### src/verilog/mem_init_pkg.sv
package mem_init_pkg;
  // Data-space register addresses
  localparam logic [9:0] ADDR_CFG_SH = 10'h0B9;
  localparam logic [9:0] ADDR_OSC_SH = 10'h0BA;
  localparam logic [9:0] ADDR_CFG_NV = 10'h0BB;
  localparam logic [9:0] ADDR_OSC_NV = 10'h0BC;
  localparam logic [9:0] ADDR_CMP_SH = 10'h0D0;
  localparam logic [9:0] ADDR_CMP_NV = 10'h0D1;
  localparam logic [9:0] ADDR_PIN_SH = 10'h0D3;
  localparam logic [9:0] ADDR_PIN_NV = 10'h0D4;
  localparam logic [9:0] ADDR_STATUS = 10'h0CF;
  localparam logic [9:0] ADDR_PORT_DATA = 10'h0B2;
  localparam logic [9:0] ADDR_PORT_DIR = 10'h0B3;
  localparam logic [9:0] SRAM_LO = 10'h000;
  localparam logic [9:0] SRAM_HI = 10'h03F;
  localparam logic [9:0] EE_LO = 10'h040;
  localparam logic [9:0] EE_HI = 10'h07F;
  localparam logic [9:0] EE_UPPER_LO = 10'h060;
  // Field positions
  localparam int CFG_TRIM_EN = 7;
  localparam int CFG_CLK_SRC = 6;
  localparam int CFG_WDOG = 4;
  localparam int CFG_BOR = 3;
  localparam int CFG_UPPER_LOCK = 2;
  localparam int CFG_WR_LOCK = 1;
  localparam int CFG_RD_LOCK = 0;
  localparam int PIN_DIR = 7;
  localparam int PIN_B_LEV = 6;
  localparam int PIN_A_LEV = 5;
  localparam int PORT_PIN_A = 0;
  localparam int PORT_PIN_B = 5;
  localparam int STATUS_READY = 7;
  localparam int PTR_SPACE = 10;
  // Reset values
  localparam logic [7:0] CFG_RESET = 8'h00;
  localparam logic [7:0] OSC_RESET = 8'h80;
  localparam logic [7:0] CMP_RESET = 8'h00;
  localparam logic [7:0] PIN_RESET = 8'h10;
  // Data EEPROM write time
  localparam int EE_WRITE_US = 3000;
  localparam int CLK_MHZ = 40;
  localparam int EE_WRITE_CYC = EE_WRITE_US * CLK_MHZ;

  // Core access request
  typedef struct packed {
    logic rd;
    logic wr;
    logic indexed;
    logic [10:0] ptr;
    logic [7:0] wdata;
  } core_req_t;

  // Access from programming interface
  typedef struct packed {
    logic rd;
    logic wr;
    logic code_space;
    logic [9:0] addr;
    logic [7:0] wdata;
  } prog_req_t;

  // Shadow configuration outputs
  typedef struct packed {
    logic trim_access_enable;
    logic clock_source_select;
    logic watchdog_reset_enable;
    logic brownout_enable;
    logic [2:0] brownout_calibration;
    logic [2:0] comparator_calibration;
    logic [4:0] current_source_calibration;
    logic [7:0] osc_trim;
  } shadow_cfg_t;
endpackage : mem_init_pkg

### src/verilog/memory_access_init_shadow.sv
`timescale 1ns/1ps
`default_nettype none
module memory_access_init_shadow #(
  parameter int EE_WRITE_CYCLES = mem_init_pkg::EE_WRITE_CYC
) (
  // Clock, reset and mode
  input wire logic ref_clk,
  input wire logic rst,
  input wire logic prog_mode,
  // Core side access and answers
  input wire mem_init_pkg::core_req_t core_req,
  output logic [7:0] core_rdata,
  output logic core_fault,
  // Programmer side access and answers
  input wire mem_init_pkg::prog_req_t prog_req,
  output logic [7:0] prog_rdata,
  output logic prog_refused,
  // Code EEPROM array
  output logic [9:0] code_addr,
  input wire logic [7:0] code_rdata,
  output logic code_wr,
  output logic [7:0] code_wdata,
  // Data EEPROM write launch
  output logic [5:0] ee_addr,
  output logic ee_wr,
  output logic [7:0] ee_wdata,
  // SRAM and peripheral bus
  output logic [9:0] data_addr,
  output logic data_rd,
  output logic data_wr,
  output logic [7:0] data_wdata,
  input wire logic [7:0] data_rdata,
  // Port defaults and write status
  output logic [7:0] port_direction_reg,
  output logic [7:0] port_data_reg,
  output logic ee_ready,
  // Configuration from the shadows
  output mem_init_pkg::shadow_cfg_t shadow_cfg,
  output logic program_write_lock,
  output logic program_read_lock,
  output logic upper_eeprom_write_lock
);
  localparam int CW = $clog2(EE_WRITE_CYCLES + 1);

  typedef enum logic [2:0] {
    ST_LOAD = 3'b001,
    ST_RUN = 3'b010,
    ST_EE_BUSY = 3'b100
  } state_t;

  // Sequencer and write timer
  state_t state_ff, nxt_state;
  logic [CW-1:0] ee_cnt_ff;
  // Non-volatile images, four bytes packed; written in the generate loop below
  wire logic [31:0] nv_img;
  wire logic [7:0] cfg_nv = nv_img[7:0];
  wire logic [7:0] osc_nv = nv_img[15:8];
  wire logic [7:0] cmp_nv = nv_img[23:16];
  wire logic [7:0] pin_nv = nv_img[31:24];

  // Volatile shadows, reloaded on every reset
  logic [7:0] cfg_sh_ff;
  logic [7:0] osc_sh_ff;
  logic [7:0] cmp_sh_ff;
  logic [7:0] pin_sh_ff;
  // Port defaults and registered answers
  logic [7:0] port_dir_ff;
  logic [7:0] port_dat_ff;
  logic [7:0] core_rdata_ff;
  logic [7:0] prog_rdata_ff;

  // Core address formation
  // Plain indirect access sees only the low byte, so it can never reach code space;
  // only indexed access honours the space bit
  wire logic code_space = core_req.indexed & core_req.ptr[mem_init_pkg::PTR_SPACE];
  wire logic [9:0] eff_addr = core_req.indexed ? core_req.ptr[9:0]
                                               : {2'b00, core_req.ptr[7:0]};
  wire logic running = (state_ff != ST_LOAD);
  wire logic busy = (state_ff == ST_EE_BUSY);
  wire logic norm = running & ~prog_mode;

  // Region decode of the core address
  wire logic c_ee = ~code_space & (eff_addr >= mem_init_pkg::EE_LO) &
                    (eff_addr <= mem_init_pkg::EE_HI);
  wire logic c_upper = c_ee & (eff_addr >= mem_init_pkg::EE_UPPER_LO);
  wire logic c_osc = ~code_space & (eff_addr == mem_init_pkg::ADDR_OSC_SH);
  wire logic c_stat = ~code_space & (eff_addr == mem_init_pkg::ADDR_STATUS);
  wire logic c_pdat = ~code_space & (eff_addr == mem_init_pkg::ADDR_PORT_DATA);
  wire logic c_pdir = ~code_space & (eff_addr == mem_init_pkg::ADDR_PORT_DIR);
  // Init register hits; all of them are closed to the core in normal mode
  wire logic c_cfg_sh = (eff_addr == mem_init_pkg::ADDR_CFG_SH);
  wire logic c_cfg_nv = (eff_addr == mem_init_pkg::ADDR_CFG_NV);
  wire logic c_osc_nv = (eff_addr == mem_init_pkg::ADDR_OSC_NV);
  wire logic c_cmp_sh = (eff_addr == mem_init_pkg::ADDR_CMP_SH);
  wire logic c_cmp_nv = (eff_addr == mem_init_pkg::ADDR_CMP_NV);
  wire logic c_pin_sh = (eff_addr == mem_init_pkg::ADDR_PIN_SH);
  wire logic c_pin_nv = (eff_addr == mem_init_pkg::ADDR_PIN_NV);
  wire logic c_init = ~code_space & (c_cfg_sh | c_cfg_nv | c_osc_nv | c_cmp_sh | c_cmp_nv |
                                     c_pin_sh | c_pin_nv);
  wire logic trim_ok = cfg_sh_ff[mem_init_pkg::CFG_TRIM_EN];
  wire logic c_local = c_osc | c_stat | c_pdat | c_pdir | c_init;

  // Core refusal terms, kept apart so each traces to its rule
  // A refused access reaches no memory; the fault pulse tells the core
  wire logic c_any = core_req.rd | core_req.wr;
  wire logic c_bad_busy = busy;
  wire logic c_bad_init = c_init;
  wire logic c_bad_trim = c_osc & ~trim_ok;
  wire logic c_bad_ro = core_req.wr & (code_space | c_stat);
  wire logic c_bad_upper = core_req.wr & c_upper & upper_eeprom_write_lock;
  wire logic c_bad = norm & c_any & (c_bad_busy | c_bad_init | c_bad_trim | c_bad_ro |
                                     c_bad_upper);
  wire logic c_rd_ok = norm & core_req.rd & ~c_bad;
  wire logic c_wr_ok = norm & core_req.wr & ~c_bad;
  wire logic ee_launch_core = c_wr_ok & c_ee;

  // Programming access gating
  wire logic secured = program_write_lock | program_read_lock;
  wire logic p_on = running & prog_mode;
  wire logic p_code = prog_req.code_space;
  wire logic [9:0] pa = prog_req.addr;
  wire logic p_nv_cfg = ~p_code & (pa == mem_init_pkg::ADDR_CFG_NV);
  wire logic p_nv_osc = ~p_code & (pa == mem_init_pkg::ADDR_OSC_NV);
  wire logic p_nv_cmp = ~p_code & (pa == mem_init_pkg::ADDR_CMP_NV);
  wire logic p_nv_pin = ~p_code & (pa == mem_init_pkg::ADDR_PIN_NV);
  wire logic p_nv = p_nv_cfg | p_nv_osc | p_nv_cmp | p_nv_pin;
  wire logic p_ee = ~p_code & (pa >= mem_init_pkg::EE_LO) & (pa <= mem_init_pkg::EE_HI);
  wire logic p_upper = p_ee & (pa >= mem_init_pkg::EE_UPPER_LO);
  // Programmer refusal terms; a busy EEPROM refuses writes on this side too
  wire logic p_bad_wlock = program_write_lock;
  wire logic p_bad_sec = p_nv & secured;
  wire logic p_bad_busy = busy;
  wire logic p_bad_upper = p_upper & upper_eeprom_write_lock;
  wire logic p_wr_bad = p_bad_wlock | p_bad_sec | p_bad_busy | p_bad_upper;
  wire logic p_rd_bad = program_read_lock | p_bad_sec;
  wire logic p_wr_ok = p_on & prog_req.wr & ~p_wr_bad;
  wire logic p_rd_ok = p_on & prog_req.rd & ~p_rd_bad;
  wire logic ee_launch_prog = p_wr_ok & p_ee;
  wire logic ee_launch = ee_launch_core | ee_launch_prog;

  // Memory port steering
  assign code_addr = p_on ? pa : eff_addr;
  assign code_wr = p_wr_ok & p_code;
  assign code_wdata = prog_req.wdata;
  assign ee_addr = p_on ? pa[5:0] : eff_addr[5:0];
  assign ee_wr = ee_launch;
  assign ee_wdata = p_on ? prog_req.wdata : core_req.wdata;
  assign data_addr = p_on ? pa : eff_addr;
  // Bus strobes by path; the core path keeps local registers and EEPROM writes off the bus,
  // the programmer path keeps code space, the non-volatile images and EEPROM writes off it
  wire logic c_data_rd = c_rd_ok & ~code_space & ~c_local;
  wire logic p_data_rd = p_rd_ok & ~p_code & ~p_nv;
  wire logic c_data_wr = c_wr_ok & ~c_local & ~c_ee;
  wire logic p_data_wr = p_wr_ok & ~p_code & ~p_nv & ~p_ee;
  assign data_rd = c_data_rd | p_data_rd;
  assign data_wr = c_data_wr | p_data_wr;
  assign data_wdata = p_on ? prog_req.wdata : core_req.wdata;

  // Ready flag and status byte
  // Ready stays high through the load cycle, as no write can be pending then
  assign ee_ready = ~busy;
  wire logic [7:0] status_byte = {ee_ready, 7'h00};

  // Read multiplexer shared by both access paths
  // Unknown local addresses fall through to the bus data
  function automatic logic [7:0] local_read(input logic [9:0] a, input logic cs,
                                            input logic [7:0] ext, input logic [7:0] cd);
    logic [7:0] r;
    r = ext;
    if (cs) begin
      r = cd;
    end else begin
      case (a)
        mem_init_pkg::ADDR_CFG_SH: r = cfg_sh_ff;
        mem_init_pkg::ADDR_OSC_SH: r = osc_sh_ff;
        mem_init_pkg::ADDR_CFG_NV: r = cfg_nv;
        mem_init_pkg::ADDR_OSC_NV: r = osc_nv;
        mem_init_pkg::ADDR_CMP_SH: r = cmp_sh_ff;
        mem_init_pkg::ADDR_CMP_NV: r = cmp_nv;
        mem_init_pkg::ADDR_PIN_SH: r = pin_sh_ff;
        mem_init_pkg::ADDR_PIN_NV: r = pin_nv;
        mem_init_pkg::ADDR_STATUS: r = status_byte;
        mem_init_pkg::ADDR_PORT_DATA: r = port_dat_ff;
        mem_init_pkg::ADDR_PORT_DIR: r = port_dir_ff;
        default: r = ext;
      endcase
    end
    return r;
  endfunction : local_read

  wire logic [7:0] c_rd_val = local_read(eff_addr, code_space, data_rdata, code_rdata);
  wire logic [7:0] p_rd_val = local_read(pa, p_code, data_rdata, code_rdata);

  // Sequencer: one load cycle after reset, then run or EEPROM busy
  always_comb begin
    nxt_state = state_ff;
    case (state_ff)
      ST_LOAD: nxt_state = ST_RUN;
      ST_RUN: if (ee_launch) nxt_state = ST_EE_BUSY;
      ST_EE_BUSY: if (ee_cnt_ff == CW'(1)) nxt_state = ST_RUN;
      default: nxt_state = ST_LOAD;
    endcase
  end

  // Write timer: loads on launch, counts down to zero
  // A reset during a write drops the timer; the cell contents are then undefined
  wire logic [CW-1:0] nxt_ee_cnt = ee_launch ? CW'(EE_WRITE_CYCLES) :
                                   (ee_cnt_ff != '0) ? ee_cnt_ff - CW'(1) : ee_cnt_ff;
  // State and timer registers
  always_ff @(posedge ref_clk) begin
    if (rst) begin
      state_ff <= ST_LOAD;
      ee_cnt_ff <= '0;
    end else begin
      state_ff <= nxt_state;
      ee_cnt_ff <= nxt_ee_cnt;
    end
  end

  // Non-volatile images, byte 0 upward: config, trim, comparator, pins.
  // No reset here: a reset reloads the shadows from them and must never clear them.
  // The power-up value stands in for the programmed cells.
  localparam logic [31:0] NV_FACTORY = {mem_init_pkg::PIN_RESET, mem_init_pkg::CMP_RESET,
                                        mem_init_pkg::OSC_RESET, mem_init_pkg::CFG_RESET};

  wire logic [3:0] nv_wsel = {p_nv_pin, p_nv_cmp, p_nv_osc, p_nv_cfg};
  wire logic nv_wr = p_wr_ok & ~rst;
  for (genvar i = 0; i < 4; i++) begin : g_nv
    logic [7:0] img_ff = NV_FACTORY[i*8 +: 8];
    // Only the programming path writes the cells
    always_ff @(posedge ref_clk) begin
      if (nv_wr & nv_wsel[i]) begin
        img_ff <= prog_req.wdata;
      end
    end
    assign nv_img[i*8 +: 8] = img_ff;
  end

  // Pin shadow loads on the first reset edge so the pins settle early
  always_ff @(posedge ref_clk) begin
    if (rst) begin
      pin_sh_ff <= pin_nv;
    end
  end

  // Reset images of the port registers; only pins 0 and 5 take defaults
  wire logic dflt_dir = pin_sh_ff[mem_init_pkg::PIN_DIR];
  wire logic dflt_a = pin_sh_ff[mem_init_pkg::PIN_A_LEV];
  wire logic dflt_b = pin_sh_ff[mem_init_pkg::PIN_B_LEV];
  wire logic [7:0] dir_load;
  wire logic [7:0] dat_load;
  for (genvar b = 0; b < 8; b++) begin : g_port_bit
    if (b == mem_init_pkg::PORT_PIN_A) begin : g_a
      assign dir_load[b] = dflt_dir;
      assign dat_load[b] = dflt_a;
    end else if (b == mem_init_pkg::PORT_PIN_B) begin : g_b
      assign dir_load[b] = dflt_dir;
      assign dat_load[b] = dflt_b;
    end else begin : g_other
      assign dir_load[b] = 1'b0;
      assign dat_load[b] = 1'b0;
    end
  end

  // Port direction: default image in the load cycle, then core writes
  always_ff @(posedge ref_clk) begin
    if (rst) begin
      port_dir_ff <= '0;
    end else if (state_ff == ST_LOAD) begin
      port_dir_ff <= dir_load;
    end else if (c_wr_ok & c_pdir) begin
      port_dir_ff <= core_req.wdata;
    end
  end

  // Port data: default levels in the load cycle, then core writes
  always_ff @(posedge ref_clk) begin
    if (rst) begin
      port_dat_ff <= '0;
    end else if (state_ff == ST_LOAD) begin
      port_dat_ff <= dat_load;
    end else if (c_wr_ok & c_pdat) begin
      port_dat_ff <= core_req.wdata;
    end
  end

  // Config shadow: reloaded in reset and the load cycle, closed to the core
  always_ff @(posedge ref_clk) begin
    if (rst | (state_ff == ST_LOAD)) begin
      cfg_sh_ff <= cfg_nv;
    end
  end

  // Trim shadow: stored value on reset, then the core may retune it
  always_ff @(posedge ref_clk) begin
    if (rst | (state_ff == ST_LOAD)) begin
      osc_sh_ff <= osc_nv;
    end else if (c_wr_ok & c_osc) begin
      osc_sh_ff <= core_req.wdata;
    end
  end

  // Comparator shadow: calibration applied at reset only
  always_ff @(posedge ref_clk) begin
    if (rst | (state_ff == ST_LOAD)) begin
      cmp_sh_ff <= cmp_nv;
    end
  end

  // Programmer refusal pulse, for either direction
  wire logic p_refuse = p_on & ((prog_req.wr & p_wr_bad) | (prog_req.rd & p_rd_bad));

  // Registered read data
  always_ff @(posedge ref_clk) begin
    if (rst) begin
      core_rdata_ff <= '0;
      prog_rdata_ff <= '0;
      core_fault <= 1'b0;
      prog_refused <= 1'b0;
    end else begin
      core_rdata_ff <= c_rd_ok ? c_rd_val : core_rdata_ff;
      prog_rdata_ff <= p_rd_ok ? p_rd_val : prog_rdata_ff;
      core_fault <= c_bad;
      prog_refused <= p_refuse;
    end
  end

  assign core_rdata = core_rdata_ff;
  assign prog_rdata = prog_rdata_ff;
  assign port_direction_reg = port_dir_ff;
  assign port_data_reg = port_dat_ff;

  // Configuration fanout from the shadows
  assign program_write_lock = cfg_sh_ff[mem_init_pkg::CFG_WR_LOCK];
  assign program_read_lock = cfg_sh_ff[mem_init_pkg::CFG_RD_LOCK];
  assign upper_eeprom_write_lock = cfg_sh_ff[mem_init_pkg::CFG_UPPER_LOCK];
  // Feature enables and calibration fields for the analog blocks
  assign shadow_cfg.trim_access_enable = trim_ok;
  assign shadow_cfg.clock_source_select = cfg_sh_ff[mem_init_pkg::CFG_CLK_SRC];
  assign shadow_cfg.watchdog_reset_enable = cfg_sh_ff[mem_init_pkg::CFG_WDOG];
  assign shadow_cfg.brownout_enable = cfg_sh_ff[mem_init_pkg::CFG_BOR];
  assign shadow_cfg.brownout_calibration = cmp_sh_ff[5:3];
  assign shadow_cfg.comparator_calibration = cmp_sh_ff[2:0];
  assign shadow_cfg.current_source_calibration = pin_sh_ff[4:0];
  assign shadow_cfg.osc_trim = osc_sh_ff;
endmodule : memory_access_init_shadow
`default_nettype wire

### config.mk
export PLATFORM = sky130hd
export DESIGN_NAME = memory_access_init_shadow
export DESIGN_NICKNAME = d
export VERILOG_FILES = /design/src/verilog/mem_init_pkg.sv /design/src/verilog/memory_access_init_shadow.sv
export SDC_FILE = /design/constraint.sdc
export NUM_CORES = 1
export LEC_CHECK = 0
export BUFFER_PORTS_ARGS = -buffer_cell sky130_fd_sc_hd__buf_4
export CAP_MARGIN = 20
export CORE_UTILIZATION = 40
export DETAILED_ROUTE_END_ITERATION = 8
export SLEW_MARGIN = 10
export SYNTH_ARGS = -nofsm -noshare
export SYNTH_HDL_FRONTEND = slang
export SYNTH_SLANG_ARGS = --single-unit
export TNS_END_PERCENT = 20
### constraint.sdc
create_clock -name ref_clk -period 4.3 [get_ports ref_clk]
set_clock_uncertainty 0.05 [all_clocks]
set_input_delay 0.215 -clock ref_clk [delete_from_list [all_inputs] [get_ports ref_clk]]
set_output_delay 0.215 -clock ref_clk [all_outputs]
set_load 0.01 [all_outputs]
* After elaboration in Yosys (flattened, before gate mapping)
Index checks and enable logic that the tools add are counted.
** Operators by class
- $lt $le $gt $ge :: 6
- Multipliers :: 0
- Shifts and indexed selects :: 0
- Bitwise gates (word level) :: 99
- Equality and inequality tests :: 29
- Add/subtract/negate cells :: 1
- Reductions and logical operators :: 8
- Divide/modulo/power cells :: 0
- Muxes and demuxes :: 19
** Operator list (number)
- $eq A10 B8 Y1 const B :: 22
- $pmux W8 S11 :: 2
- $and A1 B1 Y1 :: 57
- $ge A10 B7 Y1 const B :: 4
- $mux W8 :: 5
- $mux W17 :: 2
- $mux W6 :: 5
- $or A1 B1 Y1 :: 29
- $le A10 B7 Y1 const B :: 2
- $mux W10 :: 2
- $eq A17 B1 Y1 const B :: 1
- $reduce_bool A17 Y1 :: 1
- $sub A17 B1 Y17 const B :: 1
- $not A1 Y1 :: 13
- $pmux W3 S3 :: 1
- $reduce_bool A2 Y1 :: 4
- $mux W3 :: 2
- $reduce_or A2 Y1 :: 2
- $eq A3 B1 Y1 const B :: 1
- $eq A3 B2 Y1 const B :: 1
- $eq A3 B3 Y1 const B :: 1
- $ne A3 B1 Y1 const B :: 1
- $ne A2 B1 Y1 const B :: 1
- $ne A2 B2 Y1 const B :: 1
- $reduce_and A2 Y1 :: 1
** Word-level totals
- Bits of input ports :: 62
- Register bits :: 118
- Memory bits (writable) :: 0
- Memories :: 0
- ROM bits :: 0
- Output and inout bits :: 115
- Latch bits :: 0

* Longest topological paths before layout
- Depth after elaboration :: 20
- Gate-level depth with buffers :: 10

* Worst setup path after synthesis
No wires, ideal clock.
- Path type :: input port to flip-flop
- Start point :: in prog_req[9] (netlist bit)
- End point :: reg g_nv[2].img_ff[0] (netlist: cmp_nv[0]) (enable)
- Required time :: 3.852 ns
- Stages on the path :: 9
- Path slack :: 1.272 ns
- Arrival :: 2.580 ns
- Path buffers :: 4
- Cell sequence :: buf_2 > and2_1 > clkbuf_1 > and3_1 > clkbuf_1 > nor3_1 > buf_2 > o21ai_0 > nor4b_1
** On the way
- Word-level cells in the longest chain between the ends :: 13
** Ends and longest elaborated chain
- from (decl) :: RTL line memory_access_init_shadow.sv:15 : input wire mem_init_pkg::prog_req_t prog_req,
- $eq A10 B8 Y1, on equally long branches :: RTL line memory_access_init_shadow.sv:122, memory_access_init_shadow.sv:123
- $and A1 B1 Y1, on equally long branches :: RTL line memory_access_init_shadow.sv:122, memory_access_init_shadow.sv:123
- $or A1 B1 Y1 (3 in a row) :: RTL line memory_access_init_shadow.sv:126 : wire logic p_nv = p_nv_cfg | p_nv_osc | p_nv_cmp | p_nv_pin;
- $and A1 B1 Y1 :: RTL line memory_access_init_shadow.sv:131 : wire logic p_bad_sec = p_nv & secured;
- $or A1 B1 Y1 (3 in a row) :: RTL line memory_access_init_shadow.sv:134 : wire logic p_wr_bad = p_bad_wlock | p_bad_sec | p_bad_busy | p_bad_upper;
- $not A1 Y1 :: RTL line memory_access_init_shadow.sv:136 : wire logic p_wr_ok = p_on & prog_req.wr & ~p_wr_bad;
- $and A1 B1 Y1 :: RTL line memory_access_init_shadow.sv:136
- $and A1 B1 Y1 :: RTL line memory_access_init_shadow.sv:227 : wire logic nv_wr = p_wr_ok & ~rst;
- $and A1 B1 Y1 (*) :: RTL line memory_access_init_shadow.sv:232 : if (nv_wr & nv_wsel[i]) begin
- to (signal assigned) :: RTL line memory_access_init_shadow.sv:233 : img_ff <= prog_req.wdata;
- to (decl) :: RTL line memory_access_init_shadow.sv:229 : logic [7:0] img_ff = NV_FACTORY[i*8 +: 8];
Every way passes the cells marked *; elsewhere a longest branch is shown, timed or not.
A chain may end at the register's enable or synchronous reset.

* Worst setup path after layout
- Start point :: reg cfg_sh_ff[7]
- End point :: out ee_wr
** On the way
- Word-level cells in the longest chain between the ends :: 10
** Ends and longest elaborated chain
- from (decl) :: RTL line memory_access_init_shadow.sv:62 : logic [7:0] cfg_sh_ff;
- from (signal assigned) :: RTL line memory_access_init_shadow.sv:290 : cfg_sh_ff <= cfg_nv;
- $not A1 Y1 :: RTL line memory_access_init_shadow.sv:108 : wire logic c_bad_trim = c_osc & ~trim_ok;
- $and A1 B1 Y1 :: RTL line memory_access_init_shadow.sv:108
- $or A1 B1 Y1 (3 in a row) :: RTL line memory_access_init_shadow.sv:111 : wire logic c_bad = norm & c_any & (c_bad_busy | c_bad_init | c_bad_trim | c_bad_ro |
- $and A1 B1 Y1 :: RTL line memory_access_init_shadow.sv:111
- $not A1 Y1 :: RTL line memory_access_init_shadow.sv:114 : wire logic c_wr_ok = norm & core_req.wr & ~c_bad;
- $and A1 B1 Y1 :: RTL line memory_access_init_shadow.sv:114
- $and A1 B1 Y1 :: RTL line memory_access_init_shadow.sv:115 : wire logic ee_launch_core = c_wr_ok & c_ee;
- $or A1 B1 Y1 :: RTL line memory_access_init_shadow.sv:139 : wire logic ee_launch = ee_launch_core | ee_launch_prog;
- to (decl) :: RTL line memory_access_init_shadow.sv:25 : output logic ee_wr,
No other way between the ends.

==> out/metrics.cfg <==
[outcome]
status = finished clean

[logic_synthesis]
synth-simple-area-share_pct = 20.04
synth_top_family_by_area = simple AND/OR/NAND/NOR gates
syn_avg_cell_area_um2 = 9.551
synth_fa_ha_area_share_pct = 0.3489
yosys_most_used_dff = edfxtp_1
synthMuxAreaShare_pct = 8.006
synthCells = 751
syn-num-nets = 815
ys_ff_latch = 118
yosysWarnings = 0
synth_compound_area_share_pct = 19.47
synthXorXnorAreaFrac_pct = 1.709
synth_area_um2 = 7173
async_flop_share_pct = 0
synth_edf_count = 64
synth_cell_type_count = 77
ys_seq_area_share_pct = 41.86

[global_routing]
first_global_vias = 6598
grt_max_degree = 44
grt_pass1_wl_um = 41650
grt_usage_pct = 31.63
antenna_found_initial = 0
grt-ovfl-total = 0

[finish]
finalNonFillerCells = 1105
final_util_pct = 51.55
fin_area_um2 = 8979
layout.nets = 931
largest_reg_flops = 17
n_antenna_cell = 0
reg_top3 = ee_cnt_ff: 17 flops, g_nv.img_ff: 16 flops
drive_gt1_share_pct = 30.45
mostFrequentLayoutCell = buf_4
regMostFlops = ee_cnt_ff
area_growth_pct = 25.17
layout_common_cells = buf_4, nand2_1, edfxtp_1

[route]
vias_per_cell = 6.235
first_pass_iters = 5
dr_total_vias = 6890
remaining_drc_errors = 0
wl_um = 29040
antenna_left = 0
wire_per_inst_um = 26.28
drtIter0Drc = 690

[clock_tree]
holdBufCountCts = 8
post-cts-setup-buffer-count = 0
post_cts_resized = 0
clk_pin_slew_ps = 60
h-tree-depth = 4
cts_tree = done
clock_path_buffers = 2
numCtsBuffers = 17
cts_num_sinks = 118
root_buffer = clkbuf_16
clk_latency_ps = 420

[power_and_ir_drop]
leakage_nw = 3.386
p_comb_share_pct = 25.3
p_int_mw = 2.617
clkPwrFrac_pct = 38.0
switching_share_pct = 31.15
power_density_nw_per_um2 = 423.3
ir_drop_mv = 0.3852
pwr-share-seq_pct = 36.7
power.switching_mw = 1.184
p_total_mw = 3.801

[sta]
fmax_ghz = 0.3148
setup_viol = 0
rsz0062_at_grt = false
relSlewSlack_pct = 22.81
maxSlewViolCount = 0
tightest_slew_ps = 1154
period_share_pct = 73.87
tns_ps = 0
finalHoldViolations = 0
fin_ws_ps = 1123
holdWs_ps = 23.86
post-route-min-period_ps = 3177

[floorplanning]
fp.dieArea_um2 = 18470
die_w_um = 135.9
io_pins = 177
num_rows = 48
start_util_pct = 41.19
die_y_um = 135.9
coreArea_um2 = 17420

[setup_path]
cp_max_fo = 11
crit_required_ps = 4030
crit_type = flip-flop to output pin
setup.worst_path.end_class = output pin
cp.arrival_ps = 2910
cp-start-kind = flip-flop

[worst_hold_path]
holdCritPathClass = input pin to flip-flop

[placement]
portBuffers = 176
placed_area_um2 = 8308
dp_hpwl_um = 21280
place_ws_ps = 713.1
dp_cells = 1065
gp_congestion = 0.9677

[run]
cap_violations = 0

critical path, cell delays in order (launching register included):
cell and delay (ps):
edfxtp_1 470, or3b_2 490, or4_1 490, nand4_1 290, o22a_1 510, inv_1 80
buf_4 160
power groups by stage:
stage               Combinational [mW]  Clock, mW  Sequential, mW
floorplan                        0.642          0            1.40
CTS                              0.955       1.46            1.39
detailed placement               0.943          0            1.41
finish                           0.960       1.45            1.40
global placement                 0.920          0            1.41
global route                      1.05       1.51            1.41
worst paths after layout:
check	start	endpoint	slack [ps]	depth (start not counted)
worst min register to register	core_rdata[0]	core_rdata[0]	420	1
worst min-delay path	core_req[3]	port_direction_reg[3]	20	3
worst max-delay path	cfg_sh_ff[7]	ee_wr	1120	6
worst max register to register	state_ff[2]	cmp_nv[1]	1240	7
layer usage:
metal,vias up,share of wire [%],global-route usage (%)
li1,3052,-,-
met1,3378,42,40.26
met2,400,47,51.19
met3,60,7.5,6.674
met4,0,3.8,14.69
met5,-,0,0
final cells by class:
cell class	instances	area, um^2
flip-flops and latches	118	3003
clock inverters	12	153.9
well taps	225	281.5
inverters	14	52.55
multi-input cells	521	3567
repair buffers	195	1484
clock buffers	20	436.7
fillers	1598	8438
synthesized netlist by cell type, types with 13 or more instances:
master | count | area, um^2
o21ai_0 | 13 | 65.06
inv_1 | 14 | 52.55
edfxtp_1 | 64 | 1922
a211oi_1 | 15 | 112.6
buf_4 | 47 | 352.8
a32o_1 | 15 | 150.1
nor3_1 | 15 | 75.07
dfxtp_1 | 54 | 1081
clkbuf_1 | 37 | 138.9
nand3_1 | 24 | 120.1
mux2_2 | 35 | 394.1
mux2i_1 | 18 | 180.2
a22oi_1 | 30 | 225.2
nand2_1 | 78 | 292.8
nor2_1 | 46 | 172.7
a21oi_1 | 39 | 195.2
cell families after synthesis:
logic type,Yosys count
fa+ha+maj,2
xor+xnor,14
compound gates,187
flops,118
buf+inv,112
mux,53
simple gates,265
Power figures use the tool's default switching activity.
